## config.mk

```make
export PLATFORM = sky130hd
export DESIGN_NAME = stc_top
export DESIGN_NICKNAME = d
export VERILOG_FILES = /design/src/design/stc_pkg.sv /design/src/design/stc_delay.sv /design/src/design/stc_top.sv
export SDC_FILE = /design/constraint.sdc
export NUM_CORES = 1
export LEC_CHECK = 0
export ABC_AREA = 1
export ABC_CLOCK_PERIOD_IN_PS = 5100
export BUFFER_PORTS_ARGS = -buffer_cell sky130_fd_sc_hd__buf_2
export CAP_MARGIN = 0
export CORE_MARGIN = 3
export CORE_UTILIZATION = 55
export CTS_CLUSTER_DIAMETER = 50
export CTS_CLUSTER_SIZE = 40
export DETAILED_ROUTE_END_ITERATION = 8
export PLACE_DENSITY_LB_ADDON = 0.3
export SLEW_MARGIN = 20
export SYNTH_ARGS = -nofsm -noshare
export SYNTH_HDL_FRONTEND = slang
export SYNTH_SLANG_ARGS = --single-unit
export TNS_END_PERCENT = 10
```

## constraint.sdc

```tcl
create_clock -name mclk -period 5.1 [get_ports mclk]
set_input_delay 0.255 -clock mclk [delete_from_list [all_inputs] [get_ports mclk]]
set_output_delay 0.255 -clock mclk [all_outputs]
set_load 0.005 [all_outputs]
```

## src/design/stc_pkg.sv

```systemverilog
// Purpose: Shared constants and types for the sweep trigger controller.
// Assumes: One 50 MHz clock, synchronous active-low reset.
// Notes:   Register offsets and CTRL and CMD field positions live here.
package stc_pkg;

   localparam int unsigned NCH           = 4;
   localparam int unsigned CHW           = 2;
   localparam int unsigned CLK_NS        = 20;
   localparam int unsigned CNT_W         = 24;
   localparam int unsigned PT_W          = 16;

   // ----------------------------------------------------------------
   // Register map
   // ----------------------------------------------------------------
   localparam logic [3:0] REG_CTRL       = 4'h0;
   localparam logic [3:0] REG_CMD        = 4'h1;
   localparam logic [3:0] REG_TRIG_DLY   = 4'h2;
   localparam logic [3:0] REG_SWP_DLY    = 4'h3;
   localparam logic [3:0] REG_MEAS_TIME  = 4'h4;
   localparam logic [3:0] REG_POINTS     = 4'h5;
   localparam logic [3:0] REG_DISP       = 4'h6;
   localparam logic [3:0] REG_STATUS     = 4'h7;
   localparam logic [3:0] REG_MODES      = 4'h8;

   // CTRL fields.
   localparam int unsigned CTRL_SRC_LSB  = 0;
   localparam int unsigned CTRL_POS_BIT  = 2;
   localparam int unsigned CTRL_PT_BIT   = 3;
   localparam int unsigned CTRL_ACT_BIT  = 4;
   localparam int unsigned CTRL_ACH_LSB  = 8;

   // CMD fields (write-only pulses).
   localparam int unsigned CMD_SET_BIT   = 0;
   localparam int unsigned CMD_MODE_LSB  = 1;
   localparam int unsigned CMD_HOLDALL   = 3;
   localparam int unsigned CMD_CONTDISP  = 4;
   localparam int unsigned CMD_SWTRIG    = 5;

   localparam logic [31:0] CTRL_RST      = 32'h0000_0000;
   localparam logic [31:0] DLY_RST       = 32'h0000_0000;
   localparam logic [31:0] MEAS_RST      = 32'h0000_0010;
   localparam logic [31:0] POINTS_RST    = 32'h0000_0004;

   typedef enum logic [1:0] {
      STC_SRC_INT,
      STC_SRC_EXT,
      STC_SRC_MAN,
      STC_SRC_BUS
   } stc_src_t;

   typedef enum logic [1:0] {
      STC_MODE_HOLD,
      STC_MODE_SINGLE,
      STC_MODE_CONT
   } stc_mode_t;

   typedef struct packed {
      logic [3:0]  addr;
      logic [31:0] wdata;
      logic        wr;
      logic        rd;
   } stc_bus_t;

endpackage

```

## src/design/stc_delay.sv

```systemverilog
// Purpose: Loadable down-counter used for delays and point timing.
// Assumes: Load and count share the one clock.
// Notes:   done pulses one cycle when the loaded count runs out.
`timescale 1ns/10ps
module stc_delay (
   input  wire logic                     mclk,
   input  wire logic                     nrst,
   input  wire logic                     load,
   input  wire logic [stc_pkg::CNT_W-1:0] count,
   output logic                          busy,
   output logic                          done
);
   logic [stc_pkg::CNT_W-1:0] cnt_q;

   always_ff @(posedge mclk) begin
      if (!nrst) begin
         cnt_q <= '0;
         busy  <= 1'b0;
         done  <= 1'b0;
      end else if (load) begin
         cnt_q <= count;
         busy  <= 1'b1;
         done  <= 1'b0;
      end else if (busy) begin
         // A zero count still costs one cycle, so done is never lost.
         if (cnt_q == '0) begin
            busy <= 1'b0;
            done <= 1'b1;
         end else begin
            cnt_q <= cnt_q - 1'b1;
            done  <= 1'b0;
         end
      end else begin
         done <= 1'b0;
      end
   end
endmodule

```

## src/design/stc_top.sv

```systemverilog
// Purpose: Sweep trigger controller: trigger detect, delays, point gating,
//          per-channel trigger modes and handler index output.
// Assumes: Pins are synchronous to mclk; software uses the plain port.
// Notes:   One sequencer measures all the selected channels together.
`timescale 1ns/10ps
// Function
// RL1: External trigger taken on rising or falling edge per polarity bit.
// RL2: Handler I/O trigger ignores polarity; always its own active edge.
// RL3: Trigger delay used only when the source is external.
// RL4: Trigger delay runs again before every point.
// RL5: Triggers during a point measurement are discarded.
// RL6: Next point starts only on a trigger after the point completes.
// RL7: Index high before first point, low after last, when point triggering.
// RL8: Each channel keeps its own trigger mode.
// RL9: Modes hold, single, continuous; commands set active channel mode.
// RL10: Hold-all command sets every channel to hold.
// RL11: Continuous-displayed command sets displayed channels continuous only.
// RL12: Active scope measures only the active channel.
// RL13: Changing active channel under active scope moves measurement.
// RL14: Continuous mode repeats sweeps until hold.
// RL15: Hold stops sweeping at once; code stops a sweep only once all its selected channels are held.
// RL16: Held channel ignores triggers until its mode changes.
// RL17: Point event measures one point per trigger, sweep event all.
// RL18: Point triggering inactive with internal source.
// RL19: After external trigger, count trigger delay then sweep delay.
module stc_top (
   input  wire logic                  mclk,
   input  wire logic                  nrst,
   input  wire logic [3:0]            reg_addr,
   input  wire logic [31:0]           reg_wdata,
   input  wire logic                  reg_wr,
   input  wire logic                  reg_rd,
   output logic      [31:0]           reg_rdata,
   input  wire logic                  ext_trig,
   input  wire logic                  hdl_trig_n,
   output logic                       hdl_index,
   output logic                       sampling,
   output logic      [stc_pkg::NCH-1:0] meas_ch
);
   // ----------------------------------------------------------------
   // Registers
   // ----------------------------------------------------------------
   stc_pkg::stc_bus_t   bus;
   logic [31:0]         ctrl_q;
   logic [31:0]         tdly_q;
   logic [31:0]         sdly_q;
   logic [31:0]         mtime_q;
   logic [stc_pkg::PT_W-1:0] npts_q;
   logic [stc_pkg::NCH-1:0]  disp_q;
   stc_pkg::stc_mode_t  mode_q [stc_pkg::NCH];
   logic [stc_pkg::NCH-1:0]  armed_q;
   stc_pkg::stc_src_t   src;
   logic                pos_edge;
   logic                pt_on;
   logic                act_scope;
   logic [stc_pkg::CHW-1:0] act_ch;
   logic                cmd_wr;
   logic                sw_trig;
   logic                ext_q;
   logic                hdl_q;
   logic                ext_edge;
   logic                hdl_edge;
   logic                trig;
   logic [stc_pkg::NCH-1:0] sel_mask;
   logic [stc_pkg::NCH-1:0] sel_q;
   logic                sweep_end;

   assign bus       = '{addr: reg_addr, wdata: reg_wdata, wr: reg_wr, rd: reg_rd};
   assign src       = stc_pkg::stc_src_t'(ctrl_q[stc_pkg::CTRL_SRC_LSB +: 2]);
   assign pos_edge  = ctrl_q[stc_pkg::CTRL_POS_BIT];
   assign act_scope = ctrl_q[stc_pkg::CTRL_ACT_BIT];
   assign act_ch    = ctrl_q[stc_pkg::CTRL_ACH_LSB +: stc_pkg::CHW];
   assign pt_on     = ctrl_q[stc_pkg::CTRL_PT_BIT] && (src != stc_pkg::STC_SRC_INT); // RL18
   assign cmd_wr    = bus.wr && (bus.addr == stc_pkg::REG_CMD);
   assign sw_trig   = cmd_wr && bus.wdata[stc_pkg::CMD_SWTRIG];

   function automatic logic [31:0] pack_modes(input logic [2*stc_pkg::NCH-1:0] m);
      pack_modes = {{(32-2*stc_pkg::NCH){1'b0}}, m};
   endfunction

   always_ff @(posedge mclk) begin
      if (!nrst) begin
         ctrl_q  <= stc_pkg::CTRL_RST;
         tdly_q  <= stc_pkg::DLY_RST;
         sdly_q  <= stc_pkg::DLY_RST;
         mtime_q <= stc_pkg::MEAS_RST;
         npts_q  <= stc_pkg::POINTS_RST[stc_pkg::PT_W-1:0];
         disp_q  <= '1;
      end else if (bus.wr) begin
         if (bus.addr == stc_pkg::REG_CTRL) begin
            ctrl_q <= bus.wdata;
         end else if (bus.addr == stc_pkg::REG_TRIG_DLY) begin
            tdly_q <= bus.wdata;
         end else if (bus.addr == stc_pkg::REG_SWP_DLY) begin
            sdly_q <= bus.wdata;
         end else if (bus.addr == stc_pkg::REG_MEAS_TIME) begin
            mtime_q <= bus.wdata;
         end else if (bus.addr == stc_pkg::REG_POINTS) begin
            npts_q <= bus.wdata[stc_pkg::PT_W-1:0];
         end else if (bus.addr == stc_pkg::REG_DISP) begin
            disp_q <= bus.wdata[stc_pkg::NCH-1:0];
         end
      end
   end

   // ----------------------------------------------------------------
   // Trigger detection
   // ----------------------------------------------------------------
   always_ff @(posedge mclk) begin
      if (!nrst) begin
         ext_q <= 1'b0;
         hdl_q <= 1'b1;
      end else begin
         ext_q <= ext_trig;
         hdl_q <= hdl_trig_n;
      end
   end

   assign ext_edge = pos_edge ? (ext_trig && !ext_q) : (!ext_trig && ext_q); // RL1
   assign hdl_edge = hdl_q && !hdl_trig_n; // RL2

   always_comb begin
      case (src)
         stc_pkg::STC_SRC_EXT: trig = ext_edge || hdl_edge;
         stc_pkg::STC_SRC_INT: trig = 1'b1;
         default:              trig = sw_trig;
      endcase
   end

   // ----------------------------------------------------------------
   // Channel modes
   // ----------------------------------------------------------------
   genvar g;
   generate
      for (g = 0; g < stc_pkg::NCH; g++) begin : g_ch
         always_ff @(posedge mclk) begin
            if (!nrst) begin
               mode_q[g]  <= stc_pkg::STC_MODE_HOLD;
               armed_q[g] <= 1'b0;
            end else if (cmd_wr && bus.wdata[stc_pkg::CMD_HOLDALL]) begin
               mode_q[g]  <= stc_pkg::STC_MODE_HOLD; // RL10
               armed_q[g] <= 1'b0;
            end else if (cmd_wr && bus.wdata[stc_pkg::CMD_CONTDISP] && disp_q[g]) begin
               mode_q[g]  <= stc_pkg::STC_MODE_CONT; // RL11
               armed_q[g] <= 1'b1;
            end else if (cmd_wr && bus.wdata[stc_pkg::CMD_SET_BIT] && act_ch == g) begin
               // RL9 RL8
               mode_q[g]  <= stc_pkg::stc_mode_t'(bus.wdata[stc_pkg::CMD_MODE_LSB +: 2]);
               armed_q[g] <= (bus.wdata[stc_pkg::CMD_MODE_LSB +: 2] != stc_pkg::STC_MODE_HOLD); // RL16
            end else if (sweep_end && sel_q[g] && mode_q[g] == stc_pkg::STC_MODE_SINGLE) begin
               mode_q[g]  <= stc_pkg::STC_MODE_HOLD;
               armed_q[g] <= 1'b0;
            end
         end
         // RL12 RL13 RL16
         assign sel_mask[g] = armed_q[g] && (mode_q[g] != stc_pkg::STC_MODE_HOLD) &&
                              (!act_scope || act_ch == g);
      end
   endgenerate

   // ----------------------------------------------------------------
   // Sweep sequencer
   // ----------------------------------------------------------------
   typedef enum logic [2:0] {
      STC_IDLE,
      STC_TDLY,
      STC_SDLY,
      STC_MEAS,
      STC_WAIT
   } stc_state_t;

   stc_state_t              st_q;
   logic [stc_pkg::PT_W-1:0] pt_q;
   logic                    dly_load;
   logic [stc_pkg::CNT_W-1:0] dly_cnt;
   logic                    dly_busy;
   logic                    dly_done;
   logic                    hold_hit;
   logic                    last_pt;

   assign last_pt   = (pt_q + 1'b1 >= npts_q);
   assign sweep_end = (st_q == STC_MEAS) && dly_done && last_pt;
   assign hold_hit  = (st_q != STC_IDLE) && ((sel_q & sel_mask) == '0); // RL15

   stc_delay u_dly (
      .mclk  (mclk),
      .nrst  (nrst),
      .load  (dly_load),
      .count (dly_cnt),
      .busy  (dly_busy),
      .done  (dly_done)
   );

   function automatic logic [stc_pkg::CNT_W-1:0] trig_dly(input stc_pkg::stc_src_t s, input logic [31:0] d);
      trig_dly = (s == stc_pkg::STC_SRC_EXT) ? d[stc_pkg::CNT_W-1:0] : '0;
   endfunction

   always_comb begin
      dly_load = 1'b0;
      dly_cnt  = '0;
      case (st_q)
         STC_IDLE, STC_WAIT: begin
            // RL5 RL6: a trigger counts only once the point has completed.
            if (trig && !hold_hit && (st_q == STC_WAIT || sel_mask != '0)) begin
               dly_load = 1'b1;
               dly_cnt  = trig_dly(src, tdly_q); // RL3 RL4 RL19
            end
         end
         STC_TDLY: begin
            if (dly_done) begin
               dly_load = 1'b1;
               dly_cnt  = sdly_q[stc_pkg::CNT_W-1:0]; // RL19
            end
         end
         STC_SDLY: begin
            if (dly_done) begin
               dly_load = 1'b1;
               dly_cnt  = mtime_q[stc_pkg::CNT_W-1:0];
            end
         end
         STC_MEAS: begin
            // Per-sweep points skip the trigger wait but still run the trigger delay.
            if (dly_done && !last_pt && !pt_on) begin
               dly_load = 1'b1;
               dly_cnt  = trig_dly(src, tdly_q); // RL4
            end
         end
         default: begin
            dly_load = 1'b0;
            dly_cnt  = '0;
         end
      endcase
   end

   always_ff @(posedge mclk) begin
      if (!nrst) begin
         st_q      <= STC_IDLE;
         sel_q     <= '0;
         pt_q      <= '0;
         hdl_index <= 1'b0;
         sampling  <= 1'b0;
         meas_ch   <= '0;
      end else if (hold_hit) begin
         st_q      <= STC_IDLE; // RL15
         hdl_index <= 1'b0;
         sampling  <= 1'b0;
         meas_ch   <= '0;
      end else begin
         case (st_q)
            STC_IDLE: begin
               if (dly_load) begin
                  st_q      <= STC_TDLY;
                  sel_q     <= sel_mask;
                  pt_q      <= '0;
                  hdl_index <= pt_on; // RL7
               end
            end
            STC_WAIT: begin
               if (dly_load) begin
                  st_q <= STC_TDLY;
               end
            end
            STC_TDLY: begin
               if (dly_done) begin
                  st_q <= STC_SDLY;
               end
            end
            STC_SDLY: begin
               if (dly_done) begin
                  st_q     <= STC_MEAS;
                  sampling <= 1'b1;
                  meas_ch  <= sel_q;
               end
            end
            STC_MEAS: begin
               if (dly_done) begin
                  sampling <= 1'b0;
                  meas_ch  <= '0;
                  if (last_pt) begin
                     hdl_index <= 1'b0; // RL7
                     pt_q      <= '0;
                     // RL14: continuous channels rearm for another sweep.
                     st_q      <= STC_IDLE;
                  end else begin
                     pt_q <= pt_q + 1'b1;
                     st_q <= pt_on ? STC_WAIT : STC_TDLY; // RL17
                  end
               end
            end
            default: st_q <= STC_IDLE;
         endcase
      end
   end

   // ----------------------------------------------------------------
   // Read port
   // ----------------------------------------------------------------
   logic [2*stc_pkg::NCH-1:0] modes_flat;
   always_comb begin
      for (int i = 0; i < stc_pkg::NCH; i++) begin
         modes_flat[2*i +: 2] = mode_q[i];
      end
   end

   always_ff @(posedge mclk) begin
      if (!nrst) begin
         reg_rdata <= '0;
      end else if (bus.rd) begin
         if (bus.addr == stc_pkg::REG_CTRL) begin
            reg_rdata <= ctrl_q;
         end else if (bus.addr == stc_pkg::REG_TRIG_DLY) begin
            reg_rdata <= tdly_q;
         end else if (bus.addr == stc_pkg::REG_SWP_DLY) begin
            reg_rdata <= sdly_q;
         end else if (bus.addr == stc_pkg::REG_MEAS_TIME) begin
            reg_rdata <= mtime_q;
         end else if (bus.addr == stc_pkg::REG_POINTS) begin
            reg_rdata <= {{(32-stc_pkg::PT_W){1'b0}}, npts_q};
         end else if (bus.addr == stc_pkg::REG_DISP) begin
            reg_rdata <= {{(32-stc_pkg::NCH){1'b0}}, disp_q};
         end else if (bus.addr == stc_pkg::REG_STATUS) begin
            reg_rdata <= {9'h000, pt_q, 1'b0, 4'(st_q), sampling, hdl_index};
         end else if (bus.addr == stc_pkg::REG_MODES) begin
            reg_rdata <= pack_modes(modes_flat);
         end else begin
            reg_rdata <= 32'h0000_0000;
         end
      end
   end

   // ----------------------------------------------------------------
   // Checks
   // ----------------------------------------------------------------
   a_hold_stops: assert property (@(posedge mclk) disable iff (!nrst) // RL15
      hold_hit |=> st_q == STC_IDLE && !sampling) else $error("hold did not stop sweep");
   a_index_off_idle: assert property (@(posedge mclk) disable iff (!nrst) // RL7
      (st_q == STC_IDLE && $past(st_q) == STC_IDLE) |-> !hdl_index) else $error("index high while idle");
   a_wait_no_sample: assert property (@(posedge mclk) disable iff (!nrst) // RL5
      st_q == STC_WAIT |-> !sampling) else $error("sampling while waiting");
   a_index_start: assert property (@(posedge mclk) disable iff (!nrst) // RL7
      (st_q == STC_IDLE && dly_load) |=> hdl_index == $past(pt_on)) else $error("index wrong at sweep start");
   a_point_wait: assert property (@(posedge mclk) disable iff (!nrst) // RL17
      (st_q == STC_MEAS && dly_done && !last_pt && pt_on && !hold_hit) |=> st_q == STC_WAIT) else $error("no wait");
   a_holdall_clear: assert property (@(posedge mclk) disable iff (!nrst) // RL10
      (cmd_wr && bus.wdata[stc_pkg::CMD_HOLDALL]) |=> sel_mask == '0) else $error("hold all left a channel");
   a_delay_running: assert property (@(posedge mclk) disable iff (!nrst) // RL19
      (st_q inside {STC_TDLY, STC_SDLY, STC_MEAS} && !dly_done) |-> dly_busy) else $error("delay counter idle");
endmodule

```

==> impl_metrics.sql <==
INSERT INTO impl_metrics (metric_group, metric, value, unit) VALUES
('routing', 'first_iter_violations', '1454', ''),
('synthesis', 'synth_area_leader_cell', 'sky130_fd_sc_hd__dfxtp_1', ''),
('global_routing', 'grt_pass1_vias', '11800', ''),
('clock_tree', 'clk_transition_reported_paths', '0.06', 'ns'),
('sta', 'tightest_slew', '1.11', 'ns'),
('routing', 'route.detailed.wl_per_inst', '17.9', 'um'),
('power_and_ir_drop', 'power_frac_clock', '0.396', ''),
('worst_setup_path', 'path_class', 'flip-flop to flip-flop', ''),
('clock_tree', 'worstSkewPairLatency', '0.57', 'ns'),
('worst_setup_path', 'crit_arrival', '4.62', 'ns'),
('synthesis', 'synth_cells', '1817', ''),
('routing', 'postRouteWirelength', '38700', 'um'),
('clock_tree', 'cts_made_buffers', '30', ''),
('global_routing', 'tot_gr_track_use', '0.309', ''),
('die', 'placeableCoreArea', '22100', 'sq um'),
('die', 'num_rows', '54', ''),
('synthesis', 'avgSynthCellArea', '6.88', 'sq um'),
('synthesis', 'total_number_of_yosys_warnings', '0', ''),
('clock_tree', 'cts.path.max_buffers', '3', ''),
('placement', 'gp_routability_congestion', '0.948', ''),
('power_and_ir_drop', 'swShare', '0.320', ''),
('synthesis', 'synth_ff_type', 'sky130_fd_sc_hd__dfxtp_1', ''),
('routing', 'detailroute.via_count', '12500', ''),
('outcome', 'outcome', 'finished, final reports clean', ''),
('worst_setup_path', 'reg2reg_depth', '21', ''),
('power_and_ir_drop', 'power_switching', '1.80', 'mW'),
('cells_and_area', 'antenna_cells_inserted', '0', ''),
('clock_tree', 'ctsRootBufferMaster', 'sky130_fd_sc_hd__clkbuf_16', ''),
('sta', 'final_critical_path_setup_slack', '0.912', 'ns'),
('sta', 'finalSetupViolCount', '0', ''),
('cells_and_area', 'syn2layout_area_growth', '13.4', '%'),
('sta', 'grt_setup_unrepaired', 'false', ''),
('sta', 'period_minus_slack', '4.19', 'ns'),
('synthesis', 'synth_seq_area_share', '0.405', ''),
('global_routing', 'grt_pass1_wl', '61400', 'um'),
('cells_and_area', 'layout.core_utilization', '0.641', ''),
('synthesis', 'synth_top_area_frac', '0.386', ''),
('clock_tree', 'postCtsSetupRepairBufs', '0', ''),
('clock_tree', 'cts.htree.levels', '1', ''),
('routing', 'drtAntennaViolNets', '0', ''),
('power_and_ir_drop', 'seqPwrFrac', '0.380', ''),
('routing', 'post_drt_via_cell_ratio', '5.77', ''),
('clock_tree', 'cts.sinks', '249', ''),
('sta', 'finalSetupTns', '0', 'ns'),
('sta', 'clock_skew', '0.0333', 'ns'),
('placement', 'preCtsSetupSlack', '1.03', 'ns'),
('cells_and_area', 'final_nets', '1926', ''),
('power_and_ir_drop', 'power.density_cell_area', '397', 'nW/um^2'),
('global_routing', 'globalRoute.totalOverflow', '0', ''),
('sta', 'report.final.slew_viol_count', '0', ''),
('synthesis', 'synth_enable_flop_cells', '8', ''),
('worst_hold_path', 'min_delay_path_depth', '3', ''),
('worst_setup_path', 'crit_path_end_kind', 'flip-flop', ''),
('clock_tree', 'tritoncts_clock_tree', 'yes', ''),
('sta', 'max_clock_freq', '0.239', 'GHz'),
('worst_setup_path', 'path_max_fanout', '21', ''),
('worst_setup_path', 'startpoint_type', 'flip-flop', ''),
('power_and_ir_drop', 'power_frac_comb', '0.225', ''),
('job', 'number_of_max_cap_violations', '0', ''),
('synthesis', 'post_synth_arst_share', '0', ''),
('die', 'dieWidth', '157', 'um'),
('synthesis', 'mappedNetlistArea', '12500', 'sq um'),
('synthesis', 'synth-seq-cells', '249', ''),
('sta', 'worst_slew_margin_rel', '0.257', ''),
('worst_setup_path', 'cp.required', '5.53', 'ns'),
('routing', 'drtPass1Iterations', '5', ''),
('die', 'io_pins', '80', ''),
('die', 'dieArea', '24600', 'sq um'),
('die', 'initial_utilization', '0.566', ''),
('power_and_ir_drop', 'total_leakage_power', '5.91', 'nW'),
('synthesis', 'synth.top_cells.by_area', 'sky130_fd_sc_hd__dfxtp_1 (39%), sky130_fd_sc_hd__nand2_1 (10%), sky130_fd_sc_hd__a21oi_1 (8.7%), sky130_fd_sc_hd__inv_1 (8.1%), sky130_fd_sc_hd__o21ai_0 (6.6%)', '');
[path summary, 6_finish.rpt]
check               start               to  slack (ns)
max               pt_q[0]  u_dly.cnt_q[22]        0.91
min          reg_wdata[3]        disp_q[3]        0.02
max reg2reg       pt_q[0]  u_dly.cnt_q[22]        0.91
min reg2reg   mtime_q[31]      mtime_q[31]        0.46
[critical path: stages, from the launching register on]
cell	delay (ns)
sky130_fd_sc_hd__dfxtp_1	0.36
sky130_fd_sc_hd__ha_1	0.20
sky130_fd_sc_hd__nand2_1	0.06
sky130_fd_sc_hd__nor2_1	0.17
sky130_fd_sc_hd__nand3_1	0.17
sky130_fd_sc_hd__nor4_1	0.50
sky130_fd_sc_hd__nand2_1	0.13
sky130_fd_sc_hd__xor2_1	0.19
sky130_fd_sc_hd__ha_1	0.29
sky130_fd_sc_hd__nand4_1	0.13
sky130_fd_sc_hd__a21oi_1	0.15
sky130_fd_sc_hd__nor2_1	0.07
sky130_fd_sc_hd__nand4_1	0.17
sky130_fd_sc_hd__nand2_1	0.08
sky130_fd_sc_hd__nand2_1	0.24
sky130_fd_sc_hd__nand2_4	0.14
sky130_fd_sc_hd__inv_2	0.30
sky130_fd_sc_hd__nand2_2	0.37
sky130_fd_sc_hd__nand2_1	0.16
sky130_fd_sc_hd__inv_1	0.07
sky130_fd_sc_hd__nand2_1	0.07
sky130_fd_sc_hd__nand2_1	0.05
[synth_stat cells (18+ instances only)]
master	number
sky130_fd_sc_hd__nand2_1	336
sky130_fd_sc_hd__inv_1	271
sky130_fd_sc_hd__dfxtp_1	241
sky130_fd_sc_hd__a21oi_1	217
sky130_fd_sc_hd__o21ai_0	165
sky130_fd_sc_hd__nor2_1	146
sky130_fd_sc_hd__nand3_1	90
sky130_fd_sc_hd__clkbuf_1	72
sky130_fd_sc_hd__o22ai_1	39
sky130_fd_sc_hd__nand4_1	38
sky130_fd_sc_hd__xor2_1	30
sky130_fd_sc_hd__o211ai_1	22
sky130_fd_sc_hd__ha_1	18
[through the flow]
step,cells,area [sq um]
after global placement,2099,13000
after floorplan,1817,12500
after global routing,2167,14200
after CTS,2167,14200
after detailed placement,2099,13000
final,2167,14200
[per-layer routing]
metal / global-route usage / vias to the layer above / routed length [um]
met5: 0 / - / 0
met1: 0.418 / 5726 / 16200
met2: 0.485 / 611 / 17300
met3: 0.0830 / 102 / 4070
li1: - / 6067 / -
met4: 0.0900 / 0 / 1060
[power by group through the flow]
stage                     logic, mW  clock network (mW)  registers (mW)
final                          1.26                2.23            2.14
after global routing           1.43                2.31            2.15
after CTS                      1.25                2.24            2.13
after detailed placement       1.23                   0            2.17
after global placement         1.20                   0            2.17
after floorplan               0.942                   0            2.16
[cells in the final DEF, fill, tap and decap left out, types with 8 or more instances in the layout]
| cell type | instances |
|---|---|
| sky130_fd_sc_hd__nand4_1 | 38 |
| sky130_fd_sc_hd__nor2_1 | 145 |
| sky130_fd_sc_hd__nand3_1 | 89 |
| sky130_fd_sc_hd__o22ai_1 | 39 |
| sky130_fd_sc_hd__o211ai_1 | 22 |
| sky130_fd_sc_hd__buf_4 | 21 |
| sky130_fd_sc_hd__a31oi_1 | 14 |
| sky130_fd_sc_hd__dlygate4sd3_1 | 15 |
| sky130_fd_sc_hd__xor2_1 | 30 |
| sky130_fd_sc_hd__nand2_1 | 336 |
| sky130_fd_sc_hd__inv_1 | 270 |
| sky130_fd_sc_hd__ha_1 | 18 |
| sky130_fd_sc_hd__o21ai_0 | 165 |
| sky130_fd_sc_hd__a21oi_1 | 217 |
| sky130_fd_sc_hd__nor3_1 | 14 |
| sky130_fd_sc_hd__dfxtp_1 | 241 |
| sky130_fd_sc_hd__buf_2 | 78 |
| sky130_fd_sc_hd__clkbuf_16 | 30 |
| sky130_fd_sc_hd__edfxtp_1 | 8 |
[state kept, by name, summed over array words and instances, names as in the netlist, 16 cells and up]
name	flops
ctrl_q	32
mtime_q	32
pt_q	16
tdly_q	32
npts_q	16
sdly_q	32
u_dly.cnt_q	24
reg_rdata	32
[final cells by class]
class	count	area (sq um)
clock buffer	37	817
clock inverter	16	220
fill	1985	7920
inverter	281	1060
multi-input combinational	1190	5960
sequential	249	5060
tap	280	350
timing repair buffer	114	698
[cell families (layout without fill, tap and decap cells)]
kind of cell / Yosys count / after routing / share of synthesized area
AOI/OAI and AO/OA: 493 / 493 / 0.215
xor gates and xnor gates: 32 / 32 / 0.0224
adders and majority gates: 18 / 18 / 0.0180
buffers and inverters: 378 / 448 / 0.118
DFF: 249 / 249 / 0.405
and+or+nand+nor: 647 / 647 / 0.221
[what timing repair did]
item | 4_1_cts | 5_1_grt
hold endpoints to repair | 28 | 0
resized for setup | 0 | 0
hold buffers | 15 | 0
Note: power is estimated with default switching activity, not from simulation.
